File: src/wdt_cfg.svh
// Constants for the watchdog and periodic interrupt timer: field positions,
// reset values, service keys and timing counts.
// Assumes inclusion by bare name from the two design files.
`ifndef WDT_CFG_SVH
`define WDT_CFG_SVH

// ------------------------------------------------------------
// Service keys
// ------------------------------------------------------------
`define SVC_KEY_FIRST 8'h55
`define SVC_KEY_SECOND 8'haa

// ------------------------------------------------------------
// System protection control fields
// ------------------------------------------------------------
`define SPC_ENABLE_POS 7
`define SPC_PRESCALE_POS 6
`define SPC_TIMING_LSB 4
`define SPC_ENABLE_RST 1'b1
`define SPC_TIMING_RST 2'h0

// ------------------------------------------------------------
// Periodic timer register and interrupt control fields
// ------------------------------------------------------------
`define PTR_PRESCALE_POS 8
`define PTR_MODULUS_LSB 0
`define PIC_LEVEL_LSB 8
`define PIC_VECTOR_LSB 0
`define PIC_LEVEL_RST 3'h0
`define PIC_VECTOR_RST 8'h0f

// ------------------------------------------------------------
// Timing counts
// ------------------------------------------------------------
`define PRESCALE_DIV 512
`define PIT_TICK_DIV 4
`define WD_BASE_LOG2 9
`define STRAP_WAIT 2'h2

`endif

File: src/wdt_pkg.sv
// Types shared by the watchdog and periodic timer modules.
// Assumes nothing beyond the constants header.
package wdt_pkg;
   // Which software-visible register a host write targets
   typedef enum logic [1:0] {
      SEL_SERVICE,
      SEL_PROTECTION,
      SEL_PERIODIC_TIMER,
      SEL_PERIODIC_CTRL
   } reg_sel_t;
endpackage : wdt_pkg

File: src/tick_if.sv
// Tick enables and their controls between the top and the prescaler.
// Assumes both ends run on the same clock.
`timescale 1ns/10ps
interface tick_if;
   logic wd_prescale;
   logic pit_prescale;
   logic halt;
   logic wd_stop;
   logic wd_tick;
   logic pit_tick;
   modport prescaler (input wd_prescale, pit_prescale, halt, wd_stop,
                      output wd_tick, pit_tick);
   modport user (output wd_prescale, pit_prescale, halt, wd_stop,
                 input wd_tick, pit_tick);
endinterface : tick_if

File: src/wdt_top.sv
// Software watchdog and periodic interrupt timer.
// Assumes clk is the crystal input clock; host writes arrive on the same clock.
// What this block does
// Enabled watchdog drives external reset when its count expires unserviced.
// Software services by writing 55 then AA, in order, before time-out.
// Watchdog prescale bit selects undivided or divide-by-512 count clock.
// Watchdog prescale resets to one when clock-mode pin low, else zero.
// Time-out ratio is 2^9..2^15, or 2^18..2^24 when prescaled.
// New watchdog timing applies only after a complete service sequence.
// Periodic tick is crystal clock, optionally divided by 512, then by four.
// Periodic prescale resets to one when clock-mode pin low, else zero.
// Writing modulus starts the counter; modulus zero turns timer off.
// At zero the counter requests an interrupt, reloads and keeps counting.
// A new modulus loads only when the current count completes.
// Request level zero disables interrupt; levels one to seven are presented.
// Periodic request beats an external request of the same level.
// Counter keeps running and reloading while the level is zero.
// Vector is driven during a request and resets to 0f.
// Entering low-power stop latches the processor interrupt mask.
// Watchdog count freezes during stop, resumes after, is not reset.
// Periodic timer runs in stop; higher-level request ends the stop.
// Software writes zero modulus before stop to halt the periodic timer.
// Debug freeze with freeze-watchdog bit halts both timers.
// Only AA directly after 55 restarts the count; other values break it.
`timescale 1ns/10ps
`include "wdt_cfg.svh"
module wdt_top #(
   parameter int wd_base_log2 = `WD_BASE_LOG2,
   parameter int prescale_div = `PRESCALE_DIV
) (
   input wire logic clk,
   input wire logic rstn,
   input wire logic clock_mode_pin,
   input wire logic wr_en,
   input wire wdt_pkg::reg_sel_t wr_sel,
   input wire logic [15:0] wr_data,
   input wire logic debug_freeze,
   input wire logic freeze_watchdog_bit,
   input wire logic low_power_stop,
   input wire logic [2:0] cpu_int_mask,
   input wire logic [2:0] ext_irq_level,
   input wire logic iack,
   input wire logic [2:0] iack_level,
   output logic ext_reset_ff,
   output logic [2:0] periodic_irq_level_ff,
   output logic vector_drive_ff,
   output logic [7:0] vector_out_ff,
   output logic periodic_first_ff,
   output logic stop_wake_ff,
   output logic [7:0] protection_ctrl_ff,
   output logic [8:0] periodic_timer_ff
);
   localparam int CW = wd_base_log2 + 6;

   // ------------------------------------------------------------
   // Elaboration check
   // ------------------------------------------------------------
   if (wd_base_log2 < 1 || wd_base_log2 > 24) begin : g_bad_base
      $error("wd_base_log2 out of range");
   end

   // Last count value before expiry for a timing code
   function automatic logic [CW-1:0] wd_last(input logic [1:0] timing);
      wd_last = CW'((64'd1 << (wd_base_log2 + 2 * int'(timing))) - 64'd1);
   endfunction : wd_last

   // ------------------------------------------------------------
   // Reset release and pin synchronisers
   // ------------------------------------------------------------
   logic rst_meta_ff, rst_n;
   logic mode_meta_ff, mode_sync_ff;
   logic [1:0] strap_cnt_ff;
   logic strap_done_ff;

   always_ff @(posedge clk or negedge rstn) begin
      if (!rstn) begin
         rst_meta_ff <= 1'b0;
         rst_n <= 1'b0;
      end else begin
         rst_meta_ff <= 1'b1;
         rst_n <= rst_meta_ff;
      end
   end

   // Clock-mode pin comes from outside, two flops before use
   always_ff @(posedge clk or negedge rst_n) begin
      if (!rst_n) begin
         mode_meta_ff <= 1'b0;
         mode_sync_ff <= 1'b0;
      end else begin
         mode_meta_ff <= clock_mode_pin;
         mode_sync_ff <= mode_meta_ff;
      end
   end

   // Strap is caught once, after the synchroniser has filled
   always_ff @(posedge clk or negedge rst_n) begin
      if (!rst_n) begin
         strap_cnt_ff <= 2'h0;
         strap_done_ff <= 1'b0;
      end else if (!strap_done_ff) begin
         strap_cnt_ff <= strap_cnt_ff + 2'h1;
         strap_done_ff <= (strap_cnt_ff == `STRAP_WAIT);
      end
   end
   wire strap_take = !strap_done_ff && (strap_cnt_ff == `STRAP_WAIT);

   // ------------------------------------------------------------
   // Host write decode
   // ------------------------------------------------------------
   wire wr_svc = wr_en && (wr_sel == wdt_pkg::SEL_SERVICE);
   wire wr_spc = wr_en && (wr_sel == wdt_pkg::SEL_PROTECTION);
   wire wr_ptr = wr_en && (wr_sel == wdt_pkg::SEL_PERIODIC_TIMER);
   wire wr_pic = wr_en && (wr_sel == wdt_pkg::SEL_PERIODIC_CTRL);

   logic wd_enable_ff, wd_prescale_ff, pit_prescale_ff;
   logic [1:0] wd_timing_ff, wd_timing_act_ff;
   logic [7:0] modulus_ff, vector_ff;
   logic [2:0] level_ff;

   // Protection control; prescale strap overrides the reset value once
   always_ff @(posedge clk or negedge rst_n) begin
      if (!rst_n) begin
         wd_enable_ff <= `SPC_ENABLE_RST;
         wd_prescale_ff <= 1'b1;
         wd_timing_ff <= `SPC_TIMING_RST;
      end else if (wr_spc) begin
         wd_enable_ff <= wr_data[`SPC_ENABLE_POS];
         wd_prescale_ff <= wr_data[`SPC_PRESCALE_POS];
         wd_timing_ff <= wr_data[`SPC_TIMING_LSB +: 2];
      end else if (strap_take) begin
         wd_prescale_ff <= ~mode_sync_ff;
      end
   end

   // Periodic timer register
   always_ff @(posedge clk or negedge rst_n) begin
      if (!rst_n) begin
         pit_prescale_ff <= 1'b1;
         modulus_ff <= 8'h00;
      end else if (wr_ptr) begin
         pit_prescale_ff <= wr_data[`PTR_PRESCALE_POS];
         modulus_ff <= wr_data[`PTR_MODULUS_LSB +: 8];
      end else if (strap_take) begin
         pit_prescale_ff <= ~mode_sync_ff;
      end
   end

   // Periodic interrupt control
   always_ff @(posedge clk or negedge rst_n) begin
      if (!rst_n) begin
         level_ff <= `PIC_LEVEL_RST;
         vector_ff <= `PIC_VECTOR_RST;
      end else if (wr_pic) begin
         level_ff <= wr_data[`PIC_LEVEL_LSB +: 3];
         vector_ff <= wr_data[`PIC_VECTOR_LSB +: 8];
      end
   end

   // ------------------------------------------------------------
   // Tick generation
   // ------------------------------------------------------------
   tick_if tk ();
   logic stop_ff;
   assign tk.wd_prescale = wd_prescale_ff;
   assign tk.pit_prescale = pit_prescale_ff;
   assign tk.halt = debug_freeze & freeze_watchdog_bit;
   assign tk.wd_stop = stop_ff;

   clock_prescaler #(.prescale_div(prescale_div)) u_prescaler (
      .clk(clk),
      .rst_n(rst_n),
      .tk(tk.prescaler)
   );

   // ------------------------------------------------------------
   // Watchdog service sequence and counter
   // ------------------------------------------------------------
   logic armed_ff;
   logic [CW-1:0] wd_count_ff;
   wire svc_done = wr_svc && armed_ff && (wr_data[7:0] == `SVC_KEY_SECOND);

   // First key arms; the second key only counts straight after it
   always_ff @(posedge clk or negedge rst_n) begin
      if (!rst_n) armed_ff <= 1'b0;
      else if (wr_svc) armed_ff <= (wr_data[7:0] == `SVC_KEY_FIRST);
   end

   // Timing change waits for a full service so a stray write cannot shorten it
   always_ff @(posedge clk or negedge rst_n) begin
      if (!rst_n) wd_timing_act_ff <= `SPC_TIMING_RST;
      else if (svc_done) wd_timing_act_ff <= wd_timing_ff;
   end

   // Counter is gated by the tick, which is held off in stop and freeze
   always_ff @(posedge clk or negedge rst_n) begin
      if (!rst_n) wd_count_ff <= '0;
      else if (svc_done) wd_count_ff <= '0;
      else if (tk.wd_tick && wd_enable_ff && !ext_reset_ff) wd_count_ff <= wd_count_ff + 1'b1;
   end

   // Expiry holds reset asserted until the device itself is reset
   always_ff @(posedge clk or negedge rst_n) begin
      if (!rst_n) ext_reset_ff <= 1'b0;
      else if (tk.wd_tick && wd_enable_ff && !svc_done &&
               wd_count_ff == wd_last(wd_timing_act_ff)) ext_reset_ff <= 1'b1;
   end

   // ------------------------------------------------------------
   // Periodic modulus counter and request
   // ------------------------------------------------------------
   logic [7:0] pit_count_ff;
   logic pend_ff;
   wire pit_wrap = tk.pit_tick && (modulus_ff != 8'h00) && (pit_count_ff <= 8'h01);

   // Runs regardless of level; a running count is disturbed only by a write of modulus zero
   always_ff @(posedge clk or negedge rst_n) begin
      if (!rst_n) pit_count_ff <= 8'h00;
      else if (modulus_ff == 8'h00) pit_count_ff <= 8'h00;
      else if (pit_wrap) pit_count_ff <= modulus_ff;
      else if (tk.pit_tick) pit_count_ff <= pit_count_ff - 8'h01;
   end

   // Pending request; a new wrap wins over a simultaneous acknowledge
   always_ff @(posedge clk or negedge rst_n) begin
      if (!rst_n) pend_ff <= 1'b0;
      else if (level_ff == 3'h0) pend_ff <= 1'b0;
      else if (pit_wrap) pend_ff <= 1'b1;
      else if (iack && iack_level == level_ff) pend_ff <= 1'b0;
   end

   // Request outputs toward the processor and the arbiter
   always_ff @(posedge clk or negedge rst_n) begin
      if (!rst_n) begin
         periodic_irq_level_ff <= 3'h0;
         vector_drive_ff <= 1'b0;
         vector_out_ff <= 8'h00;
         periodic_first_ff <= 1'b0;
      end else begin
         periodic_irq_level_ff <= pend_ff ? level_ff : 3'h0;
         vector_drive_ff <= pend_ff;
         vector_out_ff <= pend_ff ? vector_ff : 8'h00;
         periodic_first_ff <= pend_ff && (level_ff >= ext_irq_level);
      end
   end

   // ------------------------------------------------------------
   // Low-power stop
   // ------------------------------------------------------------
   logic [2:0] mask_ff;

   // Mask is latched on entry only; later mask changes do not move it
   always_ff @(posedge clk or negedge rst_n) begin
      if (!rst_n) begin
         stop_ff <= 1'b0;
         mask_ff <= 3'h7;
      end else begin
         stop_ff <= low_power_stop;
         if (low_power_stop && !stop_ff) mask_ff <= cpu_int_mask;
      end
   end

   // Wake only for a level strictly above the latched mask
   always_ff @(posedge clk or negedge rst_n) begin
      if (!rst_n) stop_wake_ff <= 1'b0;
      else stop_wake_ff <= stop_ff && pend_ff && (level_ff > mask_ff);
   end

   // Read-back of the software-visible settings
   always_ff @(posedge clk or negedge rst_n) begin
      if (!rst_n) begin
         protection_ctrl_ff <= 8'h00;
         periodic_timer_ff <= 9'h000;
      end else begin
         protection_ctrl_ff <= {wd_enable_ff, wd_prescale_ff, wd_timing_ff, 4'h0};
         periodic_timer_ff <= {pit_prescale_ff, modulus_ff};
      end
   end
endmodule : wdt_top

File: src/clock_prescaler.sv
// Shared divide-by-512 prescaler and the tick enables of both timers.
// Assumes a synchronous active-low reset copy from the top module.
`timescale 1ns/10ps
`include "wdt_cfg.svh"
module clock_prescaler #(
   parameter int prescale_div = `PRESCALE_DIV
) (
   input wire logic clk,
   input wire logic rst_n,
   tick_if.prescaler tk
);
   localparam int PW = $clog2(prescale_div);

   // ------------------------------------------------------------
   // Elaboration check
   // ------------------------------------------------------------
   if (prescale_div < 2 || (1 << PW) != prescale_div) begin : g_bad_div
      $error("prescale_div must be a power of two");
   end

   logic [PW-1:0] pre_cnt_ff;
   logic [1:0] quarter_ff;
   logic tick512;
   logic pit_src;

   // ------------------------------------------------------------
   // Free-running prescaler; never halted so both timers share phase
   // ------------------------------------------------------------
   always_ff @(posedge clk or negedge rst_n) begin
      if (!rst_n) pre_cnt_ff <= '0;
      else pre_cnt_ff <= pre_cnt_ff + 1'b1;
   end

   // Source selection: undivided clock or one pulse per prescale period
   assign tick512 = (pre_cnt_ff == {PW{1'b1}});
   assign pit_src = (tk.pit_prescale ? tick512 : 1'b1) & ~tk.halt;

   // Divide by four ahead of the modulus counter
   always_ff @(posedge clk or negedge rst_n) begin
      if (!rst_n) quarter_ff <= 2'h0;
      else if (pit_src) quarter_ff <= quarter_ff + 2'h1;
   end

   // Registered tick enables; the stop gate affects the watchdog only
   always_ff @(posedge clk or negedge rst_n) begin
      if (!rst_n) begin
         tk.pit_tick <= 1'b0;
         tk.wd_tick <= 1'b0;
      end else begin
         tk.pit_tick <= pit_src & (quarter_ff == 2'h3);
         tk.wd_tick <= (tk.wd_prescale ? tick512 : 1'b1) & ~tk.halt & ~tk.wd_stop;
      end
   end
endmodule : clock_prescaler

File: config.mk
export PLATFORM = sky130hd
export DESIGN_NAME = wdt_top
export DESIGN_NICKNAME = d
export VERILOG_FILES = /design/src/wdt_pkg.sv /design/src/tick_if.sv /design/src/wdt_top.sv /design/src/clock_prescaler.sv
export VERILOG_INCLUDE_DIRS = /design/src
export SDC_FILE = /design/constraint.sdc
export NUM_CORES = 1
export LEC_CHECK = 0
export ABC_AREA = 1
export ABC_CLOCK_PERIOD_IN_PS = 3500
export BUFFER_PORTS_ARGS = -buffer_cell sky130_fd_sc_hd__buf_2
export CORE_MARGIN = 4
export CORE_UTILIZATION = 55
export CTS_CLUSTER_DIAMETER = 40
export DETAILED_ROUTE_END_ITERATION = 10
export PLACE_DENSITY = 0.74
export SLEW_MARGIN = 20
export SYNTH_ARGS = -nofsm -noshare
export SYNTH_HDL_FRONTEND = slang
export SYNTH_SLANG_ARGS = --single-unit
File: constraint.sdc
create_clock -name clk -period 3.5 [get_ports clk]
set_input_delay 0 -clock clk [delete_from_list [all_inputs] [get_ports clk]]
set_output_delay 0 -clock clk [all_outputs]
set_load 0.05 [all_outputs]
Word level (Yosys, flattened, before mapping)
Index checks and enable logic that the tools add are counted.
{"block": "word_totals", "latchBits": 0, "rom_bits": 0, "ff_bits": 103, "n_memories": 0, "mem_bits_rw": 0, "word_cells": 108, "input_bits": 35, "out_inout_bits": 32}
{"block": "classes", "n_mux": 16, "div": 0, "n_bitwise": 8, "add_sub_neg": 7, "n_eq_ne": 10, "n_lt_le_gt_ge": 3, "n_shift": 1, "n_mul": 0, "n_reduce_logical": 31}
{"operator": "two-way mux 8 bit", "count": 4}
{"operator": "two-way mux 15 bit", "count": 2}
{"operator": "logical AND 1 bit", "count": 18}
{"operator": "adder 15 x 1 -> 15 bit (second input constant)", "count": 1}
{"operator": "equality test 15 bit", "count": 1}
{"operator": "left shift 1 x 5 -> 15 bit (first input constant)", "count": 1}
{"operator": "subtractor 15 x 1 -> 15 bit (second input constant)", "count": 1}
{"operator": "adder 9 x 1 -> 9 bit (second input constant)", "count": 1}
{"operator": "equality test 9 bit (second input constant)", "count": 1}
{"operator": "two-way mux 1 bit", "count": 9}
{"operator": "equality test 2 bit (second input constant)", "count": 4}
{"operator": "equality test 8 x 7 -> 1 bit (second input constant)", "count": 1}
{"operator": "equality test 8 bit (second input constant)", "count": 1}
{"operator": "less-or-equal comparator 8 x 1 -> 1 bit (second input constant)", "count": 1}
{"operator": "zero test 8 bit", "count": 1}
{"operator": "nonzero test 8 bit", "count": 1}
{"operator": "subtractor 8 x 1 -> 8 bit (second input constant)", "count": 1}
{"operator": "nonzero test 2 bit", "count": 3}
{"operator": "nonzero test 3 bit", "count": 2}
{"operator": "adder 4 x 3 -> 5 bit (first input constant)", "count": 1}
{"operator": "AND 1 bit", "count": 5}
{"operator": "adder 2 x 1 -> 2 bit (second input constant)", "count": 2}
{"operator": "zero test 1 bit", "count": 4}
{"operator": "equality test 3 bit", "count": 1}
{"operator": "7 further kinds", "count": 9}

Depth between registers and ports, before layout
Gate-level depths: netlist of run 1.
{"block": "depth", "word_depth": 7, "mapped_depth": 9}

Cells and area by module
Synthesis of run 1 repeated with hierarchy kept, for this count alone.
{"block": "hier_totals", "hier_cells": 538, "hier_area_um2": 4674.5}
{"mod": "wdt_top", "n_inst": 1, "area_each_um2": 4113.9, "seq_area_each_um2": 2264.7, "cells_each": 478}
{"mod": "clock_prescaler", "n_inst": 1, "area_each_um2": 560.5, "seq_area_each_um2": 325.3, "cells_each": 60}

Worst setup path before layout of run 1
Ideal clock, no wire load.
{"block": "synth_path", "path_kind": "reg2reg", "from": "register u_prescaler.pre_cnt_ff[0]", "to": "register u_prescaler.quarter_ff[1]", "period_less_slack_ns": 1.739, "arrival_ns": 1.614, "setup_time_ns": 0.125, "slack_ns": 1.761, "n_path_buf": 0, "required_time_ns": 3.375, "stages_incl_launch_ff": 9, "cell_sequence": "dfrtp_1 > ha_1 > nand3_1 > nor2_1 > nand2_1 > nor3b_1 > ha_1 > o21ai_1 > mux2_2"}
{"block": "synth_between", "elab_chain_cells": 3}
{"item": "from (decl)", "line_no": "clock_prescaler.sv:21", "source": "logic [PW-1:0] pre_cnt_ff;"}
{"item": "from (signal assigned)", "line_no": "clock_prescaler.sv:31", "source": "else pre_cnt_ff <= pre_cnt_ff + 1'b1;"}
{"item": "equality test 9 bit", "line_no": "clock_prescaler.sv:35", "source": "assign tick512 = (pre_cnt_ff == {PW{1'b1}});"}
{"item": "two-way mux 1 bit", "line_no": "clock_prescaler.sv:36", "source": "assign pit_src = (tk.pit_prescale ? tick512 : 1'b1) & ~tk.halt;"}
{"item": "AND 1 bit", "line_no": "clock_prescaler.sv:36"}
{"item": "to (signal assigned)", "line_no": "clock_prescaler.sv:41", "source": "else if (pit_src) quarter_ff <= quarter_ff + 2'h1;"}
{"item": "to (decl)", "line_no": "clock_prescaler.sv:22", "source": "logic [1:0] quarter_ff;"}
Every way passes these cells.
A chain may end at the register's enable or synchronous reset.

Worst setup path in the final report of run 1
Same ends and word-level chain as after synthesis.

==> results of run 1 <==
[worst min-delay path, stage by stage]
cell and delay, ns:
sky130_fd_sc_hd__buf_2 0.08, sky130_fd_sc_hd__nand2_1 0.07, sky130_fd_sc_hd__o21ai_1 0.17, sky130_fd_sc_hd__nor2_1 0.06
[flip-flops by register name, summed over array words and instances, names as in the netlist, 2 cells and up]
signal,count
wd_timing_ff,2
mask_ff,3
vector_out_ff,8
pit_count_ff,8
strap_cnt_ff,2
level_ff,3
protection_ctrl_ff,4
periodic_irq_level_ff,3
modulus_ff,8
u_prescaler.quarter_ff,2
u_prescaler.pre_cnt_ff,9
wd_timing_act_ff,2
vector_ff,8
periodic_timer_ff,9
wd_count_ff,15
[power by group through the flow]
stage | Combinational (mW) | Sequential, mW | Clock, mW
after floorplan | 0.436 | 1.68 | 0
after global placement | 0.739 | 1.53 | 0
after detailed placement | 0.774 | 1.54 | 0
after CTS | 0.793 | 1.52 | 0.759
after global routing | 0.880 | 1.54 | 0.815
final | 0.791 | 1.51 | 0.743
[metal layers]
layer	global-route usage [%]	share of wire [%]	vias to the layer above	wire (um)
met2	35.0	50	77	4690
met4	4.20	0.74	0	70
met1	27.9	45	1696	4250
li1	-	-	1763	-
met5	0	0	-	0
met3	5.54	4.8	6	452
[cell families after synthesis]
group	synth area share [%]
adder cells (fa/ha/maj)	3.52
multiplexers	0.974
buffers and inverters	7.44
AND/OR/NAND/NOR	22.5
XOR/XNOR	2.84
flip-flops	56.0
AO/OA/AOI/OAI	6.55
other	0.162
[cells in the final DEF, fill, tap and decap left out, types with 7 or more instances in the layout]
cell / Yosys / routed
sky130_fd_sc_hd__ha_1: 13 / 13
sky130_fd_sc_hd__o21ai_0: 34 / 34
sky130_fd_sc_hd__nand2_1: 123 / 123
sky130_fd_sc_hd__buf_2: 2 / 57
sky130_fd_sc_hd__dfrtp_1: 93 / 92
sky130_fd_sc_hd__xor2_1: 9 / 9
sky130_fd_sc_hd__dfstp_2: 10 / 10
sky130_fd_sc_hd__nand4_1: 7 / 7
sky130_fd_sc_hd__a21oi_1: 13 / 13
sky130_fd_sc_hd__inv_1: 70 / 70
sky130_fd_sc_hd__nor2_1: 43 / 43
sky130_fd_sc_hd__clkbuf_8: 0 / 9
sky130_fd_sc_hd__nand3_1: 27 / 27
sky130_fd_sc_hd__dlygate4sd3_1: 0 / 21
[path summary, 6_finish.rpt]
| kind | end | cells past startpoint |
|---|---|---|
| setup / recovery | u_prescaler.quarter_ff[1]$_DFFE_PN0P_ | 8 |
| hold / removal | u_prescaler.tk.pit_tick$_DFF_PN0_ | 4 |
| setup reg to reg | u_prescaler.quarter_ff[1]$_DFFE_PN0P_ | 8 |
| hold reg to reg | mode_sync_ff$_DFF_PN0_ | 0 |
| max in group asynchronous | vector_ff[2]$_DFFE_PN1P_ | 1 |
| min in group asynchronous | stop_ff$_DFF_PN0_ | 0 |
[layout make-up]
class                   instances  area [um2]
clock inverters                 7        72.6
multi-input cells             326        1700
clock buffers                   9         124
repair buffers                 80         510
flip-flops and latches        103        2590
well taps                     105         131
inverters                      76         285
fillers                       651        2800
[stage by stage]
| step | power [mW] | instances | area, um2 | setup WS (ns) | hold WS, ns |
|---|---|---|---|---|---|
| floorplan | 2.11 | 515 | 4640 | 0.436 | -0.296 |
| global placement | 2.27 | 669 | 5010 | 1.68 | -0.215 |
| detailed placement | 2.31 | 669 | 5010 | 1.62 | -0.211 |
| CTS | 3.07 | 706 | 5420 | 1.61 | 0.0332 |
| global route | 3.24 | 706 | 5420 | 1.48 | 0.0806 |
| finish | 3.05 | 706 | 5420 | 1.62 | 0.0381 |
==> results, run 1 <==
- In this run, the number of DRC markers left after iteration 0 of detailed routing was 181.
- The number of cell rows is 33.
- The most used flip-flop cell after synthesis is sky130_fd_sc_hd__dfrtp_1.
- The clock sink count is a little over 100.
- For the pin with the worst max-slew slack, the measured transition is 0.996 ns.
- Ranked by total cell area, the synthesized netlist is headed by sky130_fd_sc_hd__dfrtp_1 50%, sky130_fd_sc_hd__nand2_1 10%, sky130_fd_sc_hd__dfstp_2 5.7%.
- The dominant delay contributor by cell family on the critical path is adder cells.
- The combinational group share of total power is 25.9%.
- In the synthesized netlist the async set-or-reset flop fraction comes to 100%.
- Setup violations remaining at the end of the flow were counted as 0.
- The flip-flop and latch count after synthesis is 103.
- The fraction of the cycle the final worst path needs is roughly 54%.
- The relative area change from synthesis to final layout is 17.2%.
- The endpoint class of the critical path is a register.
- The final-report hold violation count was 0.
- Entering global routing, the biggest net connects 79 pins.
- The die covers ~9900 um2.
- In this design, the critical path's most frequently occurring cell is sky130_fd_sc_hd__ha_1.
- Of the cells placed in the final design, the portion with a size suffix greater than 1 is 19.0%.
- The critical path required time is 3.76 ns.
- The number of global-route vias before repair is between 3,000 and 4,000.
- The mean instance size in the synthesized netlist is 9.03 um2.
- TritonCTS built the clock tree.
- The first global-routing pass estimated 16,600 um of wire.
- In this run the worst hold path is classified as in2reg.
- The number of max-slew violations in the final report is 0.
- The average wire per cell in the routed design is 13.4 um.
- The count of boundary I/O pins is 67.
- In this run the register-to-register setup slack is 1.62 ns.
- Once detailed placement completed, the half-perimeter wirelength came to 6760 um.
- The total via count in the routed design is 3,542.
- For this design the total switching power over the nets is between 1 and 1.5 mW.
- Max-cap violations in this run came to 0.
- The final antenna-violating net count is 0.
- The startpoint of the most critical hold path is debug_freeze.
- In this run the worst path has a maximum fanout of 3.
- The worst setup path is launched from a register.
- For the final routed database, the setup TNS stands at 0 ns.
- The worst-case headroom to the max-slew limit is ~34%.
- The height of the die is 99.7 um.
- The number of input and output port buffers inserted is 57.
- The biggest cell delay along the critical path is 0.41 ns.
- The number of flops mapped to enable cells by yosys is 0.
- Post-CTS timing repair inserted 0 buffers for setup.
- Routability-driven placement finished with a final weighted congestion of ~0.85.
- Summed over all cells, the static leakage comes to 2.87 nW.
- The routed design has around 9500 um of wire.
- After clock tree synthesis, the clock-pin slew on the worst setup and hold paths is 0.10 ns.
- The run finished with clean final reports.
- The kind of critical path is reg2reg.
- The number of instances resized during post-cts repair is 0.
- In this run switching power makes up between 30% and 40% of total power.
- The share of the synthesized area in the top cell type is about half.
- The initial utilization of the core area, before any placement, comes to 56.3%.
- The total overflow left after global routing is 0.
- Global routing used 21.0% of the available tracks.
- The die span in x is ~100 um.
- In this run the critical register-to-register path is launched from u_prescaler.pre_cnt_ff[0]$_DFF_PN0_.
- The shortest period the worst path allows is between 1.5 and 2 ns.
- The number of antenna diodes in the final layout is 0.
- Dividing the detail-routed via count by the number of cells gives 5.02.
- Setup repair after global routing left no endpoint under its margin.
- The critical path launch point is u_prescaler.pre_cnt_ff[0]$_DFF_PN0_.
- The total number of H-tree levels is 3.
- Summing the sequential cell areas from Yosys gives 56.0% of the chip area.
- The maximum resistive drop on vdd is just under 400 uV.
- The share of total power dissipated in sequential elements is between 40% and 50%.
- Of the total power, the clock network draws between 20 and 25%.
- The highest clock rate is 532 MHz.
- The arrival time at the worst endpoint is 2.14 ns.
- The critical path goes through ha_1, nand3_1, nor2_1, nand2_1, nor3b_1, ha_1, o21ai_1, mux2_2.
- The DRC violation count after routing is 0.
- The maximum buffer depth of the clock tree is 2.
- Counting both buffers and inverters, the worst setup path holds a total of 0.
- On the critical path, the stage with the largest delay is an instance of sky130_fd_sc_hd__dfrtp_1.
- Between clock sinks in the finished design, the worst skew comes to 0.0111 ns.
- The initial antenna violation count is 0.
- At the later pin of the worst-skew pair, clock insertion delay measures 0.37 ns.
- sky130_fd_sc_hd__nand2_1 is the most common cell in the netlist.
- The net count of the finished layout is 644.
- The detailed-router iteration count before antenna repair is 5.
- After technology mapping, the gate count stands at 512.
- The number of hold buffers added after CTS was 21.
- The area of the core is 8220 um2.
- The clock buffer count from CTS is 9.
- The number of warnings issued by yosys is 0.
- The largest total area in the synthesized netlist belongs to sky130_fd_sc_hd__dfrtp_1.
- Once layout is complete, the utilization of the core stands at 66.0%.
- After synthesis the cells add up to 4620 um2.
- The internal power consumption is 1.96 mW.
- The number of different library cells used by synthesis comes to 36.
- By count the netlist is led by 123 x sky130_fd_sc_hd__nand2_1, 93 x sky130_fd_sc_hd__dfrtp_1, 70 x sky130_fd_sc_hd__inv_1.
- The cell area power density is ~560 nW/um2.
- CTS placed an instance of sky130_fd_sc_hd__clkbuf_8 at the clock tree root.
Power figures use the tool's default switching activity.
==> inputs of run 2 (changes only) <==
--- a/config.mk
+++ b/config.mk
@@ -7,13 +7,13 @@
 export NUM_CORES = 1
 export LEC_CHECK = 0
 export ABC_AREA = 1
-export ABC_CLOCK_PERIOD_IN_PS = 3500
+export ABC_CLOCK_PERIOD_IN_PS = 1600
 export BUFFER_PORTS_ARGS = -buffer_cell sky130_fd_sc_hd__buf_2
 export CORE_MARGIN = 4
-export CORE_UTILIZATION = 55
+export CORE_UTILIZATION = 51
 export CTS_CLUSTER_DIAMETER = 40
 export DETAILED_ROUTE_END_ITERATION = 10
-export PLACE_DENSITY = 0.74
+export PLACE_DENSITY = 0.72
 export SLEW_MARGIN = 20
 export SYNTH_ARGS = -nofsm -noshare
 export SYNTH_HDL_FRONTEND = slang
==> constraint.sdc (replaced) <==
create_clock -name clk -period 1.6 [get_ports clk]
set_input_delay 0 -clock clk [delete_from_list [all_inputs] [get_ports clk]]
set_output_delay 0 -clock clk [all_outputs]
set_load 0.05 [all_outputs]
==> results, run 2 (synthesis gave the netlist of run 1 again) <==
- The clock buffer count from CTS is 9 (unchanged).
- The largest registers in the layout are wd_count_ff: 15 flops, periodic_timer_ff: 9 flops, u_prescaler.pre_cnt_ff: 9 flops.
- The final-report hold violation count is 0 (unchanged).
- The DRC violation count after routing came to 0 (unchanged).
- The total of endpoints with negative setup slack in the final report was 2 (+2).
- The shortest period the worst path allows came to 1.61 ns (-0.268 ns).
- The worst hold path belongs to the class in2reg.
- The utilization of the core after routing is 63.4% (-2.6 points).
- Traced cell by cell, the critical path runs through ha_2, nand3_2, nor2_1, nand2_1, nor3b_2, ha_2, o21ai_2, mux2_2.
- The sum of internal, switching and leakage power is 6.67 mW (+120%).
- The biggest fanout along the worst timing path is 2 (-1).
- The wire length reported by the detailed router was 9140 um (-3.4%).
- The arrival time at the worst endpoint is 1.87 ns (-0.27 ns).
- The number of max-slew violations in the final report is 0 (unchanged).
- The ratio of cells with drive above 1 in the final layout is 21.2% (+2.3 points).
- The smallest hold slack is 0.0566 ns (+0.0185 ns).
- The setup slack after layout was -0.0129 ns (-1.63 ns).
- The first-pass GRT wire length is 15,800 um (-4.7%).
- The critical path required time is 1.85 ns (-1.91 ns).
- The weighted congestion reported at the end of routability-driven placement is 0.886 (+4.3%).
- The biggest cell delay along the critical path is 0.38 ns (-0.03 ns).
- The cell area power density is 1200 nW/um2 (+110%).
- The ratio of routed vias to standard cells is 4.90 (-2.3%).
- The count of boundary I/O pins was 67 (unchanged).
- The cell repeated most along the worst path is sky130_fd_sc_hd__ha_2.
- The final instance area is 5550 um2 (+2.5%).
- The total number of nets in the final design is 655 (+1.7%).
- The register with the highest flop count is wd_count_ff.
- The worst setup path is launched from a register.
- The area of the die is 10,700 um2 (+7.2%).
- The fraction of the cycle the final worst path needs came to 101% (+47 points).
- The flow ran to the end, but the final reports show violations.
- The checks that failed: negative setup slack.
- The maximum resistive drop on vdd is 661 uV (+67%).
- The sum of negative setup slack was -0.0142 ns (-0.0142 ns).
- The post-route clock skew was 0.00724 ns (-0.00390 ns).
- The number of standard cells in the final layout excluding fillers is 720 (+2.0%).
- The clock latency of the later-clocked register in the worst-skew pair is 0.36 ns (about the same).
- The fill cell instance count of the final layout is 723 (+11%).
- The die span in x was 103 um (+3.5%).
- The area of the core is 8760 um2 (+6.7%).
- The average wire per cell in the routed design was 12.7 um (-5.3%).
- The total placed cells including tap cells is 680 (+1.6%).
- The global-route usage over all layers is 19.1% (-1.9 points).
- The final antenna-violating net count came to 0 (unchanged).
- The endpoint class of the critical path is a register.
- The number of DRC markers after the initial detailed-route iteration is 132 (-27%).
- The setup slack at placement is -0.0352 ns (-1.65 ns).
- The half-perimeter wire length of the detailed placement result was 6750 um (-0.10%).
- Setup repair after global routing could not meet its margin everywhere.
- The flip-flop count of the largest register after layout came to 15 (unchanged).
- In the layout the commonest cells are 123 x sky130_fd_sc_hd__nand2_1, 92 x sky130_fd_sc_hd__dfrtp_1, 70 x sky130_fd_sc_hd__inv_1, 57 x sky130_fd_sc_hd__buf_2, 42 x sky130_fd_sc_hd__nor2_1.
- The largest individual stage delay along the critical path comes from the cell sky130_fd_sc_hd__dfrtp_1.
- The number of cell rows is 34 (+3.0%).
- The total number of H-tree levels is 3 (unchanged).
- The leakage power is 2.93 nW (+2.1%).
- The clock-pin slew on the worst setup and hold paths was 0.09 ns (about the same).
- The diode insertion count for antenna repair is 0 (unchanged).
- The count of maximum capacitance violations came to 0 (unchanged).
- The pin count of the biggest net entering global routing is 40 (-49%).
- In this run the clock root is driven by a sky130_fd_sc_hd__clkbuf_8.
- The overflow left after global routing was 0 (unchanged).
- The initial antenna violation count came to 0 (unchanged).
- The starting density of the core is 52.8% (-3.5 points).
- The CTS tree is done.
- The maximum buffer depth of the clock tree is 2 (unchanged).
- The most common cell after layout, fill and taps aside is sky130_fd_sc_hd__nand2_1.
- The relative area change from synthesis to final layout is 20.1%.
- The detailed-router iteration count before antenna repair is 5 (unchanged).
- The highest clock rate was 620 MHz (+17%).
- The height of the die was 103 um (+3.5%).
- The placement-stage cell area came to 5110 um2 (+2.0%).
- The kind of critical path is reg2reg.
- The clock sink count came to 103 (unchanged).
- The total via count in the routed design was 3,530 (-0.34%).
- The number of global-route vias before repair is 3,525 (-2.5%).
- The number of input and output port buffers inserted is 57 (unchanged).
-- run 2: cell count changes in the layout (fill, tap and decap cells not counted), sizes merged --
cell and delta:
clkbuf +2, clkinvlp -1, clkinv -1, buf +11
-- run 2: layout make-up --
| cell class | instances | area (um2) | area share, % |
|---|---|---|---|
| multi-input combinational | 326 | 1720 | 31.0 |
| inverter | 76 | 285 | 5.14 |
| tap | 108 | 135 | 2.43 |
| clock buffer | 11 | 141 | 2.55 |
| timing repair buffer | 91 | 618 | 11.1 |
| clock inverter | 5 | 56.3 | 1.01 |
| sequential | 103 | 2590 | 46.7 |
-- run 2: where the power goes --
| group | switching, mW | total (mW) | internal, mW | leakage [nW] |
|---|---|---|---|---|
| clock network | 0.846 | 1.61 | 0.767 | 0.0997 |
| registers | 0.281 | 3.27 | 2.99 | 1.28 |
| logic | 1.18 | 1.79 | 0.610 | 1.55 |
| total | 2.31 | 6.67 | 4.36 | 2.93 |
-- run 2: layer usage --
metal / vias up / part of all wire [%] / track usage, %
met1: 1641 / 45 / 24.7
met5: - / 0 / 0
met2: 81 / 49 / 31.0
met3: 14 / 5.0 / 5.30
met4: 0 / 1.6 / 7.07
li1: 1794 / - / -
-- run 2: critical path: cells and delay by family, from the launching register on --
kind,cells,cell delay (ns)
adders and majority gates,2,0.40
and+or+nand+nor,4,0.40
DFF,1,0.38
muxes,1,0.27
AOI/OAI and AO/OA,1,0.06
-- run 2: path summary, 6_finish.rpt --
path	start	endpoint	slack [ns]	cells after the start
worst max-delay path	u_prescaler.pre_cnt_ff[1]$_DFF_PN0_	u_prescaler.quarter_ff[1]$_DFFE_PN0P_	-0.01	8
worst min-delay path	iack_level[2]	pend_ff$_DFFE_PN0P_	0.06	5
worst min register to register	rst_n$_DFF_PN0_	stop_ff$_DFF_PN0_	0.27	0
min in group asynchronous	rst_n$_DFF_PN0_	stop_ff$_DFF_PN0_	0.27	0
max in group asynchronous	rst_n$_DFF_PN0_	vector_ff[2]$_DFFE_PN1P_	0.72	1
worst max register to register	u_prescaler.pre_cnt_ff[1]$_DFF_PN0_	u_prescaler.quarter_ff[1]$_DFFE_PN0P_	-0.01	8
-- run 2: timing repair --
action	4_1_cts	5_1_grt
endpoints found under the setup margin	2	5
pin swaps	2	0
gates resized for setup	2	1
endpoints found under the hold margin	32	0
setup buffers	1	2
hold buffers	21	0
